`src/rtl/rtc_trim_pkg.sv`:
```
// Behaviour
// - bad year, weekday, 24h hour clear to 0
// - bad month, day, 12h hour load 1
// - trim is 7-bit signed, -64 to +63
// - observable one-second signal is provided
package rtc_trim_pkg;
  // system clock and nominal oscillator
  localparam int CLK_HZ      = 40_000_000;
  localparam int OSC_HZ      = 32768;
  localparam int OSC_DIV_CYC = CLK_HZ / OSC_HZ;  // cycles per oscillator tick
  // register byte offsets
  localparam logic [7:0] OFF_CTRL  = 8'h00;  // clock_control_register
  localparam logic [7:0] OFF_TIME  = 8'h04;
  localparam logic [7:0] OFF_DATE  = 8'h08;  // holds month_register fields
  localparam logic [7:0] OFF_ALARM = 8'h0C;
  localparam logic [7:0] OFF_STAT  = 8'h10;
  localparam logic [7:0] OFF_MASK  = 8'h14;
  // control fields
  localparam int CTL_RUN   = 0;
  localparam int CTL_H24   = 1;  // twenty_four_hour_mode when set
  localparam int CTL_ALMEN = 2;
  localparam int CTL_TRIM  = 8;  // trim_correction_field lsb
  localparam int TRIM_W    = 7;
  // time and date fields
  localparam int F_SEC = 0;
  localparam int F_MIN = 8;
  localparam int F_HR  = 16;
  localparam int F_PM  = 21;
  localparam int F_DAY = 0;
  localparam int F_MOU = 8;   // month_units_field
  localparam int F_MOT = 12;  // month_tens_bit
  localparam int F_WDY = 16;
  localparam int F_YR  = 24;
  // status and mask bits
  localparam int ST_SEC = 0;
  localparam int ST_ALM = 1;
  localparam int ST_W   = 2;
  // counter limits
  localparam logic [5:0] SEC_MAX  = 6'h3B;
  localparam logic [4:0] HR24_MAX = 5'h17;
  localparam logic [4:0] HR12_MAX = 5'h0C;
  localparam logic [4:0] HR12_PRE = 5'h0B;
  localparam logic [2:0] WDY_MAX  = 3'h6;
  localparam logic [6:0] YEAR_MAX = 7'h63;
  localparam logic [3:0] MO_UMAX  = 4'h9;
  localparam logic [3:0] MO_TMAX  = 4'h2;
  localparam logic [3:0] FEB      = 4'h2;
  // reset values
  localparam logic [31:0] CTRL_RST = 32'h0000_0002;
  // time-of-day state carried as one word
  typedef struct packed {
    logic [6:0] year;
    logic [2:0] wday;
    logic       mon_t;
    logic [3:0] mon_u;
    logic [4:0] day;
    logic       pm;
    logic [4:0] hour;
    logic [5:0] min;
    logic [5:0] sec;
  } tod_type;
endpackage : rtc_trim_pkg

```
`src/rtl/rtc_range_fix_and_trim.sv`:
```
`timescale 1ns/1ps
module rtc_range_fix_and_trim #(
  parameter int SEC_TICKS = rtc_trim_pkg::OSC_HZ  // oscillator ticks per second
) (
  // clock and reset
  input  wire logic        MCLK_I,
  input  wire logic        RESETN_I,
  // apb slave
  input  wire logic        PSEL_I,
  input  wire logic        PENABLE_I,
  input  wire logic        PWRITE_I,
  input  wire logic [7:0]  PADDR_I,
  input  wire logic [31:0] PWDATA_I,
  output logic      [31:0] PRDATA_O,
  output logic             PREADY_O,
  output logic             PSLVERR_O,
  // events
  output logic             ONE_SEC_O,
  output logic             IRQ_O
);
  localparam logic [15:0] SEC_TERM = 16'(SEC_TICKS - 1);  // untrimmed terminal count
  localparam logic [10:0] OSC_TERM = 11'(rtc_trim_pkg::OSC_DIV_CYC - 1);
  rtc_trim_pkg::tod_type tod_reg, tod_next;  // time-of-day counters
  logic [31:0] ctrl_reg;                     // run, mode, alarm enable, trim
  logic [31:0] alarm_reg;                    // alarm minute and hour
  logic [1:0]  stat_reg, stat_next;          // sticky events
  logic [1:0]  mask_reg;                     // interrupt mask
  logic [10:0] osc_cnt_reg;                  // prescaler to oscillator rate
  logic [15:0] div_cnt_reg;                  // oscillator divider chain
  logic [15:0] term_reg;                     // terminal count this second
  logic        trim_pend_reg;                // trim waiting for next interval
  logic        one_sec_reg;
  logic [31:0] prdata_reg;
  logic        pready_reg;
  logic        pslverr_reg;
  logic        irq_reg;
  // apb decode
  wire         setup    = PSEL_I & ~PENABLE_I;
  wire         wr_acc   = PSEL_I & PENABLE_I & pready_reg & PWRITE_I;
  wire         hit_ctrl = PADDR_I == rtc_trim_pkg::OFF_CTRL;
  wire         hit_time = PADDR_I == rtc_trim_pkg::OFF_TIME;
  wire         hit_date = PADDR_I == rtc_trim_pkg::OFF_DATE;
  wire         hit_alm  = PADDR_I == rtc_trim_pkg::OFF_ALARM;
  wire         hit_stat = PADDR_I == rtc_trim_pkg::OFF_STAT;
  wire         hit_mask = PADDR_I == rtc_trim_pkg::OFF_MASK;
  wire         mapped   = hit_ctrl | hit_time | hit_date | hit_alm | hit_stat | hit_mask;
  wire         trim_wr  = wr_acc & hit_ctrl;
  wire         wr_time  = wr_acc & hit_time;
  wire         wr_date  = wr_acc & hit_date;
  // control fields
  wire         run      = ctrl_reg[rtc_trim_pkg::CTL_RUN];
  wire         h24      = ctrl_reg[rtc_trim_pkg::CTL_H24];
  wire         alm_en   = ctrl_reg[rtc_trim_pkg::CTL_ALMEN];
  wire [6:0]   trim     = ctrl_reg[rtc_trim_pkg::CTL_TRIM +: rtc_trim_pkg::TRIM_W];
  // signed view of trim, sign extended to the divider width
  wire [15:0]  trim_ext = 16'($signed(trim));
  // divider chain timing
  wire         osc_en   = osc_cnt_reg == OSC_TERM;
  wire         sec_tick = osc_en & (div_cnt_reg >= term_reg);
  wire         half_sec = osc_en & (div_cnt_reg == (term_reg >> 1));
  // read data selection
  rtc_trim_pkg::tod_type t;
  assign t = tod_reg;
  wire [31:0]  time_word = (32'(t.sec) << rtc_trim_pkg::F_SEC)
                         | (32'(t.min) << rtc_trim_pkg::F_MIN)
                         | (32'(t.hour) << rtc_trim_pkg::F_HR)
                         | (32'(t.pm) << rtc_trim_pkg::F_PM);
  wire [31:0]  date_word = (32'(t.day) << rtc_trim_pkg::F_DAY)
                         | (32'(t.mon_u) << rtc_trim_pkg::F_MOU)
                         | (32'(t.mon_t) << rtc_trim_pkg::F_MOT)
                         | (32'(t.wday) << rtc_trim_pkg::F_WDY)
                         | (32'(t.year) << rtc_trim_pkg::F_YR);
  wire [31:0]  rd_word = hit_ctrl ? ctrl_reg :
                         hit_time ? time_word :
                         hit_date ? date_word :
                         hit_alm  ? alarm_reg :
                         hit_stat ? 32'(stat_reg) :
                         hit_mask ? 32'(mask_reg) : 32'h0000_0000;
  // days in the current month, leap every fourth year
  function automatic logic [4:0] days_in(input logic [4:0] mon, input logic [6:0] yr);
    logic [4:0] d;
    d = 5'h1F;
    if (mon == 5'(rtc_trim_pkg::FEB))
      d = (yr[1:0] == 2'h0) ? 5'h1D : 5'h1C;
    else if (mon == 5'h04 || mon == 5'h06 || mon == 5'h09 || mon == 5'h0B)
      d = 5'h1E;
    return d;
  endfunction : days_in
  // count-up events and range checks
  logic        min_evt, hr_evt, day_evt, mon_evt, yr_evt;
  wire [4:0]   mon_bin = t.mon_t ? 5'(t.mon_u) + 5'h0A : 5'(t.mon_u);
  wire [4:0]   dim     = days_in(mon_bin, t.year);
  // tens 0 with units 0 is never written by software; treated as out of range
  wire         mon_ok  = t.mon_t ? (t.mon_u <= rtc_trim_pkg::MO_TMAX)
                                 : (t.mon_u != 4'h0 && t.mon_u <= rtc_trim_pkg::MO_UMAX);
  wire [31:0]  wd      = PWDATA_I;
  // counter chain next state
  always_comb
  begin
    tod_next = tod_reg;
    min_evt  = 1'b0;
    hr_evt   = 1'b0;
    day_evt  = 1'b0;
    mon_evt  = 1'b0;
    yr_evt   = 1'b0;
    if (sec_tick && run)
    begin
      // seconds
      if (t.sec >= rtc_trim_pkg::SEC_MAX)
      begin
        tod_next.sec = 6'h00;
        min_evt      = 1'b1;
      end
      else
        tod_next.sec = t.sec + 6'h01;
      // minutes
      if (min_evt)
      begin
        if (t.min >= rtc_trim_pkg::SEC_MAX)
        begin
          tod_next.min = 6'h00;
          hr_evt       = 1'b1;
        end
        else
          tod_next.min = t.min + 6'h01;
      end
      // hours, 24h mode
      if (hr_evt && h24)
      begin
        if (t.hour > rtc_trim_pkg::HR24_MAX)
          tod_next.hour = 5'h00;
        else if (t.hour == rtc_trim_pkg::HR24_MAX)
        begin
          tod_next.hour = 5'h00;
          day_evt       = 1'b1;
        end
        else
          tod_next.hour = t.hour + 5'h01;
      end
      // hours, 12h mode
      else if (hr_evt)
      begin
        if (t.hour == 5'h00 || t.hour > rtc_trim_pkg::HR12_MAX)
          tod_next.hour = 5'h01;
        else if (t.hour == rtc_trim_pkg::HR12_PRE)
        begin
          tod_next.hour = rtc_trim_pkg::HR12_MAX;
          tod_next.pm   = ~t.pm;
          day_evt       = t.pm;
        end
        else if (t.hour == rtc_trim_pkg::HR12_MAX)
          tod_next.hour = 5'h01;
        else
          tod_next.hour = t.hour + 5'h01;
      end
      // day and weekday
      if (day_evt)
      begin
        if (t.day == 5'h00 || t.day > dim)
          tod_next.day = 5'h01;
        else if (t.day == dim)
        begin
          tod_next.day = 5'h01;
          mon_evt      = 1'b1;
        end
        else
          tod_next.day = t.day + 5'h01;
        if (t.wday >= rtc_trim_pkg::WDY_MAX)
          tod_next.wday = 3'h0;
        else
          tod_next.wday = t.wday + 3'h1;
      end
      // month in tens bit and units field
      if (mon_evt)
      begin
        if (!mon_ok || (t.mon_t && t.mon_u == rtc_trim_pkg::MO_TMAX))
        begin
          tod_next.mon_t = 1'b0;
          tod_next.mon_u = 4'h1;
          yr_evt         = mon_ok;
        end
        else if (t.mon_u == rtc_trim_pkg::MO_UMAX)
        begin
          tod_next.mon_t = 1'b1;
          tod_next.mon_u = 4'h0;
        end
        else
          tod_next.mon_u = t.mon_u + 4'h1;
      end
      // year
      if (yr_evt)
        tod_next.year = (t.year >= rtc_trim_pkg::YEAR_MAX) ? 7'h00 : t.year + 7'h01;
    end
    // software loads win over counting
    if (wr_time)
    begin
      tod_next.sec  = wd[rtc_trim_pkg::F_SEC +: 6];
      tod_next.min  = wd[rtc_trim_pkg::F_MIN +: 6];
      tod_next.hour = wd[rtc_trim_pkg::F_HR +: 5];
      tod_next.pm   = wd[rtc_trim_pkg::F_PM];
    end
    if (wr_date)
    begin
      tod_next.day   = wd[rtc_trim_pkg::F_DAY +: 5];
      tod_next.mon_u = wd[rtc_trim_pkg::F_MOU +: 4];
      tod_next.mon_t = wd[rtc_trim_pkg::F_MOT];
      tod_next.wday  = wd[rtc_trim_pkg::F_WDY +: 3];
      tod_next.year  = wd[rtc_trim_pkg::F_YR +: 7];
    end
  end
  // events: second tick, alarm on minute and hour match at second zero
  wire         alm_hit = sec_tick & run & alm_en & min_evt
                       & (tod_next.min == alarm_reg[rtc_trim_pkg::F_MIN +: 6])
                       & (tod_next.hour == alarm_reg[rtc_trim_pkg::F_HR +: 5]);
  wire [1:0]   ev      = {alm_hit, sec_tick};
  wire [1:0]   w1c     = (wr_acc & hit_stat) ? wd[rtc_trim_pkg::ST_W-1:0] : 2'h0;
  assign stat_next = (stat_reg & ~w1c) | ev;  // set wins over clear
  // prescaler and divider chain
  always_ff @(posedge MCLK_I or negedge RESETN_I)
  begin
    if (!RESETN_I)
    begin
      osc_cnt_reg <= 11'h000;
      div_cnt_reg <= 16'h0000;
    end
    else
    begin
      osc_cnt_reg <= osc_en ? 11'h000 : osc_cnt_reg + 11'h001;
      if (osc_en)
        div_cnt_reg <= sec_tick ? 16'h0000 : div_cnt_reg + 16'h0001;
    end
  end
  // one trimmed interval per trim write
  always_ff @(posedge MCLK_I or negedge RESETN_I)
  begin
    if (!RESETN_I)
    begin
      term_reg      <= SEC_TERM;
      trim_pend_reg <= 1'b0;
    end
    else
    begin
      if (sec_tick)
        term_reg <= trim_pend_reg ? SEC_TERM - trim_ext : SEC_TERM;
      // a new write in the tick cycle stays pending
      if (trim_wr)
        trim_pend_reg <= 1'b1;
      else if (sec_tick)
        trim_pend_reg <= 1'b0;
    end
  end
  // one-second signal: high for the first half of each second
  always_ff @(posedge MCLK_I or negedge RESETN_I)
  begin
    if (!RESETN_I)
      one_sec_reg <= 1'b0;
    else if (sec_tick)
      one_sec_reg <= 1'b1;
    else if (half_sec)
      one_sec_reg <= 1'b0;
  end
  // registers written by software
  always_ff @(posedge MCLK_I or negedge RESETN_I)
  begin
    if (!RESETN_I)
    begin
      tod_reg   <= '0;
      ctrl_reg  <= rtc_trim_pkg::CTRL_RST;
      alarm_reg <= 32'h0000_0000;
      mask_reg  <= 2'h0;
      stat_reg  <= 2'h0;
      irq_reg   <= 1'b0;
    end
    else
    begin
      tod_reg  <= tod_next;
      stat_reg <= stat_next;
      irq_reg  <= |(stat_next & mask_reg);
      if (trim_wr)
        ctrl_reg <= wd & 32'h0000_7F07;
      if (wr_acc && hit_alm)
        alarm_reg <= wd & 32'h001F_3F00;
      if (wr_acc && hit_mask)
        mask_reg <= wd[rtc_trim_pkg::ST_W-1:0];
    end
  end
  // apb answer: one wait-free access phase
  always_ff @(posedge MCLK_I or negedge RESETN_I)
  begin
    if (!RESETN_I)
    begin
      prdata_reg  <= 32'h0000_0000;
      pready_reg  <= 1'b0;
      pslverr_reg <= 1'b0;
    end
    else
    begin
      pready_reg  <= setup;
      pslverr_reg <= setup & ~mapped;
      if (setup && !PWRITE_I)
        prdata_reg <= rd_word;
    end
  end

  assign PRDATA_O  = prdata_reg;
  assign PREADY_O  = pready_reg;
  assign PSLVERR_O = pslverr_reg;
  assign ONE_SEC_O = one_sec_reg;
  assign IRQ_O     = irq_reg;
endmodule : rtc_range_fix_and_trim

```
`config.mk`:
```
export PLATFORM = sky130hd
export DESIGN_NAME = rtc_range_fix_and_trim
export DESIGN_NICKNAME = d
export VERILOG_FILES = /design/src/rtl/rtc_trim_pkg.sv /design/src/rtl/rtc_range_fix_and_trim.sv
export SDC_FILE = /design/constraint.sdc
export NUM_CORES = 1
export LEC_CHECK = 0
export ABC_AREA = 1
export BUFFER_PORTS_ARGS = -buffer_cell sky130_fd_sc_hd__buf_4
export CAP_MARGIN = 20
export CORE_MARGIN = 1.5
export CORE_UTILIZATION = 30
export DETAILED_ROUTE_END_ITERATION = 10
export GPL_TIMING_DRIVEN = 0
export SYNTH_ARGS = -nofsm -noshare
export SYNTH_HDL_FRONTEND = slang
export SYNTH_SLANG_ARGS = --single-unit
```
`constraint.sdc`:
```
create_clock -name MCLK_I -period 4.25 [get_ports MCLK_I]
set_input_delay 0.2125 -clock MCLK_I [delete_from_list [all_inputs] [get_ports MCLK_I]]
set_output_delay 0.2125 -clock MCLK_I [all_outputs]
set_load 0.03 [all_outputs]
```
**Word level (Yosys, flattened, before mapping)**

Index checks and enable logic that the tools add are counted.
W data, S select, Z words.

- Input port bits: 45
- Logic and storage cells: 202
- Output and inout port bits: 36
- Bits in registers: 143

- Bitwise logic cells: 35
- Order comparisons: 10
- Multiplexer cells: 66
- Eq/ne operators: 22
- Reduce and logical (&&, ||, !) cells: 36
- Add/sub/neg operators: 11

Operators with widths:

| kind | number |
|---|---|
| $mux W31 | 3 |
| $mux W5 | 13 |
| $mux W38 | 1 |
| $mux W16 | 2 |
| $mux W1 | 31 |
| $or A19 B31 Y31 | 1 |
| $mux W6 | 4 |
| $or A21 B22 Y22 | 1 |
| $mux W21 | 1 |
| $or A14 B21 Y21 | 1 |
| $eq A5 B4 Y1 const B | 4 |
| $mux W20 | 1 |
| $or A13 B19 Y19 | 1 |
| $mux W18 | 1 |
| $reduce_bool A2 Y1 | 9 |
| $add A16 B1 Y16 const B | 1 |
| $and A1 B1 Y1 | 16 |
| $eq A16 B15 Y1 | 1 |
| $eq A8 B4 Y1 const B | 2 |
| $eq A8 B5 Y1 const B | 2 |
| $ge A16 B16 Y1 | 1 |
| $sub A15 B16 Y16 const A | 1 |
| $mux W7 | 2 |
| $or A6 B14 Y14 | 1 |
| other kinds (48) | 79 |

**Longest topological paths before layout**

Gate-level depths: netlist of the first run.

- Depth after elaboration: 24
- Mapped depth: 26
- Gate-level depth less buffers: 25

**Worst setup path before layout of the first run**

No wires, ideal clock.

- Kind: register to register
- Start point: register tod_reg, in the netlist t[24]
- End point: register tod_reg, in the netlist t[32]
- Clock period less this slack: 2,689 ps
- Path buffers: 0
- Setup slack: 1,561 ps
- Arrival time: 2,603 ps
- Required time: 4,163 ps
- Library setup time: 87 ps
- Stages on the path, launching flop included: 20
- Path through: dfrtp_1 ha_1 xnor2_1 nand2_1 o21ai_0 inv_1 nand2_1 nor3_1 inv_1 o21ai_0 inv_1 ha_1 nand2_1 nor2_1 inv_1 nor2_2 a31oi_2 inv_2 nand4_1 o211ai_1

- Longest elaborated chain between the ends: 17
- Elaborated cells between the ends (all ways): 33
- Those cells by class: add/sub: 1; order compare: 3; eq/ne: 7; mux: 11; reduce/logical: 11

Ends and longest elaborated chain:

| element | line | source |
|---|---|---|
| from (decl) | rtc_range_fix_and_trim.sv:23 | `rtc_trim_pkg::tod_type tod_reg, tod_next;` |
| from (signal assigned) | rtc_range_fix_and_trim.sv:276 | `tod_reg <= tod_next;` |
| $add A4 B4 Y5 | rtc_range_fix_and_trim.sv:91 | `wire [4:0] mon_bin = t.mon_t ? 5'(t.mon_u) + 5'h0A : 5'(t.mon_u);` |
| $mux W5 | rtc_range_fix_and_trim.sv:91 |  |
| $eq A5 B3 Y1 | rtc_range_fix_and_trim.sv:85 | `else if (mon == 5'h04 \|\| mon == 5'h06 \|\| mon == 5'h09 \|\| mon == 5'h0B)` |
| $logic_or A1 B1 Y1 (3 in series) | rtc_range_fix_and_trim.sv:85 |  |
| $mux W1 | rtc_range_fix_and_trim.sv:85 |  |
| $mux W5 | rtc_range_fix_and_trim.sv:83 | `if (mon == 5'(rtc_trim_pkg::FEB))` |
| $gt A5 B5 Y1 or $eq A5 B5 Y1 (tied branches) | rtc_range_fix_and_trim.sv:159, rtc_range_fix_and_trim.sv:161 |  |
| $logic_or A1 B1 Y1 or $mux W1 (tied branches) | rtc_range_fix_and_trim.sv:159, rtc_range_fix_and_trim.sv:161 |  |
| $mux W1 | rtc_range_fix_and_trim.sv:159 | `if (t.day == 5'h00 \|\| t.day > dim)` |
| $mux W1 | rtc_range_fix_and_trim.sv:157 | `if (day_evt)` |
| $mux W1 | rtc_range_fix_and_trim.sv:106 | `if (sec_tick && run)` |
| $mux W1 (*) | rtc_range_fix_and_trim.sv:174 | `if (mon_evt)` |
| $mux W1 (*) | rtc_range_fix_and_trim.sv:106 |  |
| $reduce_bool A2 Y1 (no source line) (*) | n/a |  |
| $reduce_and A2 Y1 (no source line) (*) | n/a |  |

Every way passes the cells marked *; elsewhere a longest branch is shown, timed or not. The select of a mux whose other input is x is not followed.
A chain may end at the register's enable or synchronous reset.

**Worst setup path in the final report of the first run**

- Start point: register tod_reg, in the netlist t[27]
- End point: register tod_reg, in the netlist t[36]

- Longest elaborated chain between the ends: 16
- Elaborated cells between the ends (all ways): 27
- Those cells by class: order compare: 1; eq/ne: 6; mux: 11; reduce/logical: 9

Ends and longest elaborated chain:

| element | line |
|---|---|
| $mux W5 | rtc_range_fix_and_trim.sv:91 |
| $eq A5 B3 Y1 | rtc_range_fix_and_trim.sv:85 |
| $logic_or A1 B1 Y1 (3 in series) | rtc_range_fix_and_trim.sv:85 |
| $mux W1 | rtc_range_fix_and_trim.sv:85 |
| $mux W5 | rtc_range_fix_and_trim.sv:83 |
| $gt A5 B5 Y1 or $eq A5 B5 Y1 (tied branches) | rtc_range_fix_and_trim.sv:159, rtc_range_fix_and_trim.sv:161 |
| $logic_or A1 B1 Y1 or $mux W1 (tied branches) | rtc_range_fix_and_trim.sv:159, rtc_range_fix_and_trim.sv:161 |
| $mux W1 | rtc_range_fix_and_trim.sv:159 |
| $mux W1 | rtc_range_fix_and_trim.sv:157 |
| $mux W1 | rtc_range_fix_and_trim.sv:106 |
| $mux W1 (*) | rtc_range_fix_and_trim.sv:174 |
| $mux W1 (*) | rtc_range_fix_and_trim.sv:106 |
| $reduce_bool A2 Y1 (no source line) (*) | n/a |
| $reduce_and A2 Y1 (no source line) (*) | n/a |

Marks and branches as above.

==> results of run 1 <==
## layer usage
metal / share of wire / vias to the layer above / GRT usage / wire length, um
met5: 0 / - / 0 / 0
met4: 0.020 / 0 / 0.05797 / 471
met3: 0.048 / 33 / 0.03170 / 1095
met2: 0.47 / 195 / 0.2792 / 10830
met1: 0.46 / 3506 / 0.2338 / 10610
li1: - / 3670 / - / -
## cells in the mapped netlist, types with 2 or more instances
cell	number	area share
inv_2	19	0.0090
nand3_1	61	0.038
nand3b_1	4	0.0038
o311ai_1	2	0.0022
a2111oi_0	2	0.0022
o2111ai_1	2	0.0022
nand3_2	3	0.0038
a221oi_1	6	0.0066
a211oi_1	5	0.0047
a31oi_1	7	0.0055
buf_4	9	0.0085
nand2_1	268	0.13
nor2_1	84	0.040
nor3_4	2	0.0041
nor2_2	9	0.0071
clkbuf_1	14	0.0066
o41ai_1	2	0.0022
nand2_2	5	0.0039
inv_1	148	0.070
nand4_1	34	0.027
nor3b_1	2	0.0019
o21ai_0	64	0.040
nor2_4	3	0.0042
nor4_1	4	0.0031
dfstp_2	8	0.026
dfrtp_1	121	0.38
xnor2_1	6	0.0066
nor3_1	21	0.013
ha_1	30	0.047
o21bai_1	2	0.0019
o21ai_1	4	0.0025
buf_2	7	0.0044
xor2_1	17	0.019
o221ai_1	18	0.020
o211ai_1	17	0.016
a21oi_1	30	0.019
## worst max-delay path, cell delays in order, from the launching register on
cell and delay [ps]:
dfrtp_1 320, clkbuf_1 340, inv_1 160, o21ai_0 290
nand2_1 90, nor3_1 350, inv_1 70, o21ai_0 150
inv_1 80, ha_1 270, nand2_1 70, nor2_1 260
inv_1 120, nor2_2 240, a31oi_2 220, inv_2 180
nand4_1 100, o211ai_1 90
## area by class of cell
cell class | count | area (um2) | area share
timing repair buffer | 72 | 571.8 | 0.05961
inverter | 168 | 633.1 | 0.06601
clock buffer | 17 | 425.4 | 0.04435
sequential | 129 | 3238 | 0.3376
buffer | 32 | 170.2 | 0.01774
tap | 335 | 419.2 | 0.04370
clock inverter | 14 | 188.9 | 0.01970
multi-input combinational | 734 | 3945 | 0.4113
## worst min path at each step
stage	from	endpoint	slack, ps	cells after the start
detailed placement	RESETN_I	osc_cnt_reg[5]	230	1
global route	PSEL_I	PREADY_O	10	3
global placement	PENABLE_I	PREADY_O	390	2
floorplan	RESETN_I	IRQ_O	-80	0
finish	PSEL_I	PREADY_O	10	3
CTS	PSEL_I	PREADY_O	0.6	3
## per-stage QoR
step / std cells / hold slack, ps
6_report: 1501 / 11.45
5_1_grt: 1501 / 14.60
4_1_cts: 1501 / 0.5751
3_5_place_dp: 1467 / 228.7
3_3_place_gp: 1466 / 390.2
2_1_floorplan: 1063 / -83.09
## kinds of logic after synthesis
kind of cell               Yosys count  share of synthesized area
other                                1                  0.0004707
AOI/OAI and AO/OA                  166                     0.1302
xor gates and xnor gates            23                    0.02528
adders and majority gates           30                    0.04711
DFF                                129                     0.4064
buffers and inverters              200                     0.1008
and+or+nand+nor                    508                     0.2883
muxes                                1                   0.001413
## where the power goes
| group | internal [mW] | switching [mW] | total, mW |
|---|---|---|---|
| clock | 0.975 | 0.583 | 1.56 |
| combinational | 0.0433 | 0.0796 | 0.123 |
| sequential | 1.23 | 0.00427 | 1.24 |
| total | 2.25 | 0.667 | 2.92 |
## timing repair
| item | in CTS | in global routing |
|---|---|---|
| hold buffers | 3 | 0 |
| hold endpoints to repair | 54 | 0 |
| setup endpoints to repair | 0 | 0 |
==> impl_metrics.tcl, run 1 <==
set metrics [dict create \
    reg2regPathDepth 17 \
    worstPathArrival_ps 3840 \
    synth_edf_count 0 \
    p_leak_nw 4.670 \
    rsz0062_at_grt "no" \
    async_flop_share 1.000 \
    wire_per_inst_um 15.33 \
    power.total_mw 2.920 \
    synth_ff_type "dfrtp_1" \
    antenna_cells 0 \
    start_util 0.3058 \
    yosysWarnings 0 \
    cts_resized 0 \
    layout.nets 1229 \
    grt_pass1_vias 7212 \
    crit_path_start_kind "register" \
    htree_levels 4 \
    ir_worst_vdd_uv 157.6 \
    final_cell_mix "nand2_1 (268), inv_1 (148), dfrtp_1 (121)" \
    viasPerCell 4.933 \
    slew_headroom 0.5146 \
    min_period_ps 3491 \
    min_period_over_period 0.8213 \
    routed_wl_um 23010 \
    cts_made_buffers 17 \
    setup_viol 0 \
    crit_type "register to register" \
    pin_count 81 \
    setup_ws_ps 759.4 \
    syn_area_um2 7968 \
    fmaxAchievable_mhz 286.5 \
    powerDensity_nw_per_um2 304.4 \
    worst_pin_slew_ps 728.1 \
    yosysSeqAreaShare 0.4064 \
    rows 59 \
    hold_viol_final 0 \
    syn-instance-count 1058 \
    n_fill_cell 2721 \
    r2r-start "t[27]" \
    place.gp.congestion 0.8644 \
    grt_antenna_before_repair 0 \
    r2r_slack_ps 760 \
    place_area_um2 8947 \
    final_common_cell "nand2_1" \
    post_cts_buffers 0 \
    grt_max_degree 77 \
    dp_slack_ps 814.6 \
    fp.dieW_um 166.0 \
    postLayoutCellArea_um2 9592 \
    endpoint "t[36]" \
    syn_area_per_cell_um2 7.531 \
    largest_reg_flops 38 \
    hold_class "primary input to register" \
    cts_buffer_depth 2 \
    layout-drive-gt1-share 0.1509 \
    drc 0 \
    via_count 7404 \
    core_um2 26060 \
    root_buffer "clkbuf_16" \
    cts_tree "built" \
    die_area_um2 27550 \
    crit_fanout 9 \
    detail-route-antenna-nets 0 \
    grt.overflow.total 0 \
    cp-startpoint "t[27]" \
    hpwl_um 17280 \
    finClkSkew_ps 12.72 \
    max_cap_viol_count 0 \
    grt_usage 0.1732 \
    finish.utilization 0.3681 \
    clock_sinks 129 \
    clock_latency_ps 430 \
    tns_ps 0 \
    die_h_um 166.0 \
    status "completed" \
    port_buffers 68 \
    cp-end-kind "register" \
    drtIter0Drc 505 \
    clk_pin_slew_ps 60 \
    cp_data_required_time_ps 4600 \
    area_delta_synth_final_pct 20.38 \
    first_pass_iters 6 \
    r2r-end "t[36]" \
    ys_ff_latch 129 \
    synth_cell_types 54 \
    grt_pass1_wl_um 38160 \
    slew_violations 0 \
]
Power figures use the tool's default switching activity.
==> inputs of run 2 (changes only) <==
- ABC_AREA: 1 -> 0
- clock period: 4.25 -> 3.5 ns (I/O delays scaled with it)
==> impl_metrics.tcl, run 2 <==
set metrics [dict create \
    first_pass_iters 7 \
    post-synth-top-area-fraction 0.3889 \
    min_period_over_period 1.057 \
    hold_viol_final 0 \
    p_leak_nw 4.175 \
    r2r-end "stat_reg[1]" \
    reg2regPathDepth 12 \
    slew_violations 0 \
    clock_latency_ps 430 \
    layout.nets 1044 \
    root_buffer "clkbuf_16" \
    pin_count 81 \
    yosysSeqAreaShare 0.4159 \
    die_area_um2 26930 \
    powerDensity_nw_per_um2 363.5 \
    placed_cells 1255 \
    clk_pin_slew_ps 60 \
    drtIter0Drc 579 \
    grt_pass1_vias 6849 \
    power.total_mw 3.518 \
    setup_viol 2 \
    area_delta_synth_final_pct 24.33 \
    yosysWarnings 0 \
    crit_fanout 7 \
    start_util 0.3074 \
    finClkSkew_ps 11.84 \
    htree_levels 4 \
    n_fill_cell 2531 \
    drc 0 \
    rows 58 \
    fp.dieW_um 164.1 \
    crit_path_start_kind "register" \
    violations "negative setup slack" \
    final_cell_mix "dfrtp_1 (121), nand2_1 (98), buf_4 (81)" \
    cts_made_buffers 17 \
    grt.overflow.total 0 \
    fmaxAchievable_mhz 270.2 \
    ir_worst_vdd_uv 244.3 \
    cp_data_required_time_ps 3840 \
    via_count 7134 \
    port_buffers 67 \
    layout-drive-gt1-share 0.1884 \
    synthTopCellsByCount "dfrtp_1 (121), nand2_1 (98), nor2_1 (77), o21ai_0 (63), inv_1 (37)" \
    slew_headroom 0.4004 \
    synth_edf_count 0 \
    crit_type "register to register" \
    synth_area_leaders "dfrtp_1 (39%), ha_1 (4.8%), nand2_1 (4.7%), o21ai_0 (4.1%), nor2_1 (3.7%)" \
    die_h_um 164.1 \
    syn_area_um2 7785 \
    async_flop_share 1.000 \
    final_common_cell "dfrtp_1" \
    cp-startpoint "term_reg[14]" \
    r2r-start "term_reg[14]" \
    detail-route-antenna-nets 0 \
    grt_pass1_wl_um 37670 \
    core_um2 25330 \
    worstPathArrival_ps 4040 \
    syn_area_per_cell_um2 9.148 \
    grt_antenna_before_repair 0 \
    finish.utilization 0.3822 \
    wire_per_inst_um 18.18 \
    cts_tree "built" \
    antenna_cells 0 \
    setup_ws_ps -200.3 \
    cp-end-kind "register" \
    worst_pin_slew_ps 899.3 \
    synth_top_cell_by_area "dfrtp_1" \
    grt_usage 0.1832 \
    place.gp.congestion 0.9273 \
    min_to "t[29]" \
    syn-instance-count 851 \
    r2r_slack_ps -200 \
    synth_most_common_cell "dfrtp_1" \
    hold_depth 3 \
    largest_reg_flops 38 \
    clock_sinks 129 \
    synth_cell_types 74 \
    ys_ff_latch 129 \
    grt_max_degree 78 \
    hpwl_um 17300 \
    max_cap_viol_count 0 \
    whs_ps 21.85 \
    synth_ff_type "dfrtp_1" \
    viasPerCell 5.438 \
    rsz0062_at_grt "yes" \
    routed_wl_um 23850 \
    cts_buffer_depth 2 \
    worstHoldStart "PWDATA_I[17]" \
    instances_no_fill 1312 \
    min_period_ps 3700 \
    hold_class "primary input to register" \
    status "finished, violations left" \
]
## run 2: what timing repair did
| item | CTS | global route |
|---|---|---|
| resized for setup | 14 | 12 |
| buffers inserted | 6 | 4 |
| pin swaps | 5 | 3 |
| hold endpoints to repair | 90 | 0 |
| cloned | 1 | 0 |
| setup endpoints to repair | 32 | 38 |
| hold buffers | 15 | 0 |
## run 2: per-layer routing
layer | share of wire | track usage
met5 | 0 | 0
met4 | 0.026 | 0.06653
met3 | 0.056 | 0.04066
met2 | 0.46 | 0.2810
met1 | 0.46 | 0.2518
## run 2: worst max-delay path, stage by stage (launching register included)
cell and delay, ps:
dfstp_2 590, clkinvlp_2 190, ha_1 340, nand2_1 70, or3_4 400, a311oi_4 200
buf_4 200, o311ai_4 200, a211oi_1 570, nor3_1 110, a211oi_1 240, nand4_1 260
o31ai_2 230
## run 2: logic make-up (layout without fill, tap and decap cells)
group	after synthesis	count (layout)	synth area share
simple gates	322	322	0.2043
compound gates	217	217	0.1913
flops	129	129	0.4159
buf+inv	81	207	0.04195
mux	37	37	0.05963
xor+xnor	34	34	0.03825
fa+ha+maj	30	30	0.04822
other cells	1	6	0.0004817
## run 2: cell type report
class	instances	area, um2	area share
plain buffers	42	185.2	0.01913
clock buffers	18	439.2	0.04537
clock inverters	14	155.1	0.01603
inverters	37	142.6	0.01474
multi-input cells	646	4328	0.4471
flip-flops and latches	129	3238	0.3345
well taps	330	412.9	0.04266
repair buffers	95	773.2	0.07989
repair inverters	1	5.005	0.0005171
## run 2: how the worst max path moves through the flow
| stage | slack (ps) | cells past startpoint | endpoint |
|---|---|---|---|
| floorplan | 230 | 11 | stat_reg[1] |
| global placement | -310 | 10 | t[24] |
| detailed placement | -330 | 10 | t[24] |
| CTS | -60 | 12 | stat_reg[1] |
| global route | -330 | 12 | stat_reg[1] |
| finish | -200 | 12 | stat_reg[1] |
## run 2: per-stage QoR
step                instance area (um2)  setup slack, ps  TNS, ps
floorplan                          7804            228.6        0
global placement                   8720           -314.8    -2976
detailed placement                 8756           -328.3    -3173
CTS                                9614           -64.35   -95.97
global route                       9679           -332.2   -631.9
finish                             9679           -200.3   -359.8
## run 2: report_power, final
part	leakage, nW	total, mW	switching [mW]	internal (mW)
Combinational	2.26	0.197	0.119	0.0777
Clock	0.276	1.82	0.741	1.08
Sequential	1.64	1.51	0.00725	1.50
Total	4.18	3.52	0.867	2.65
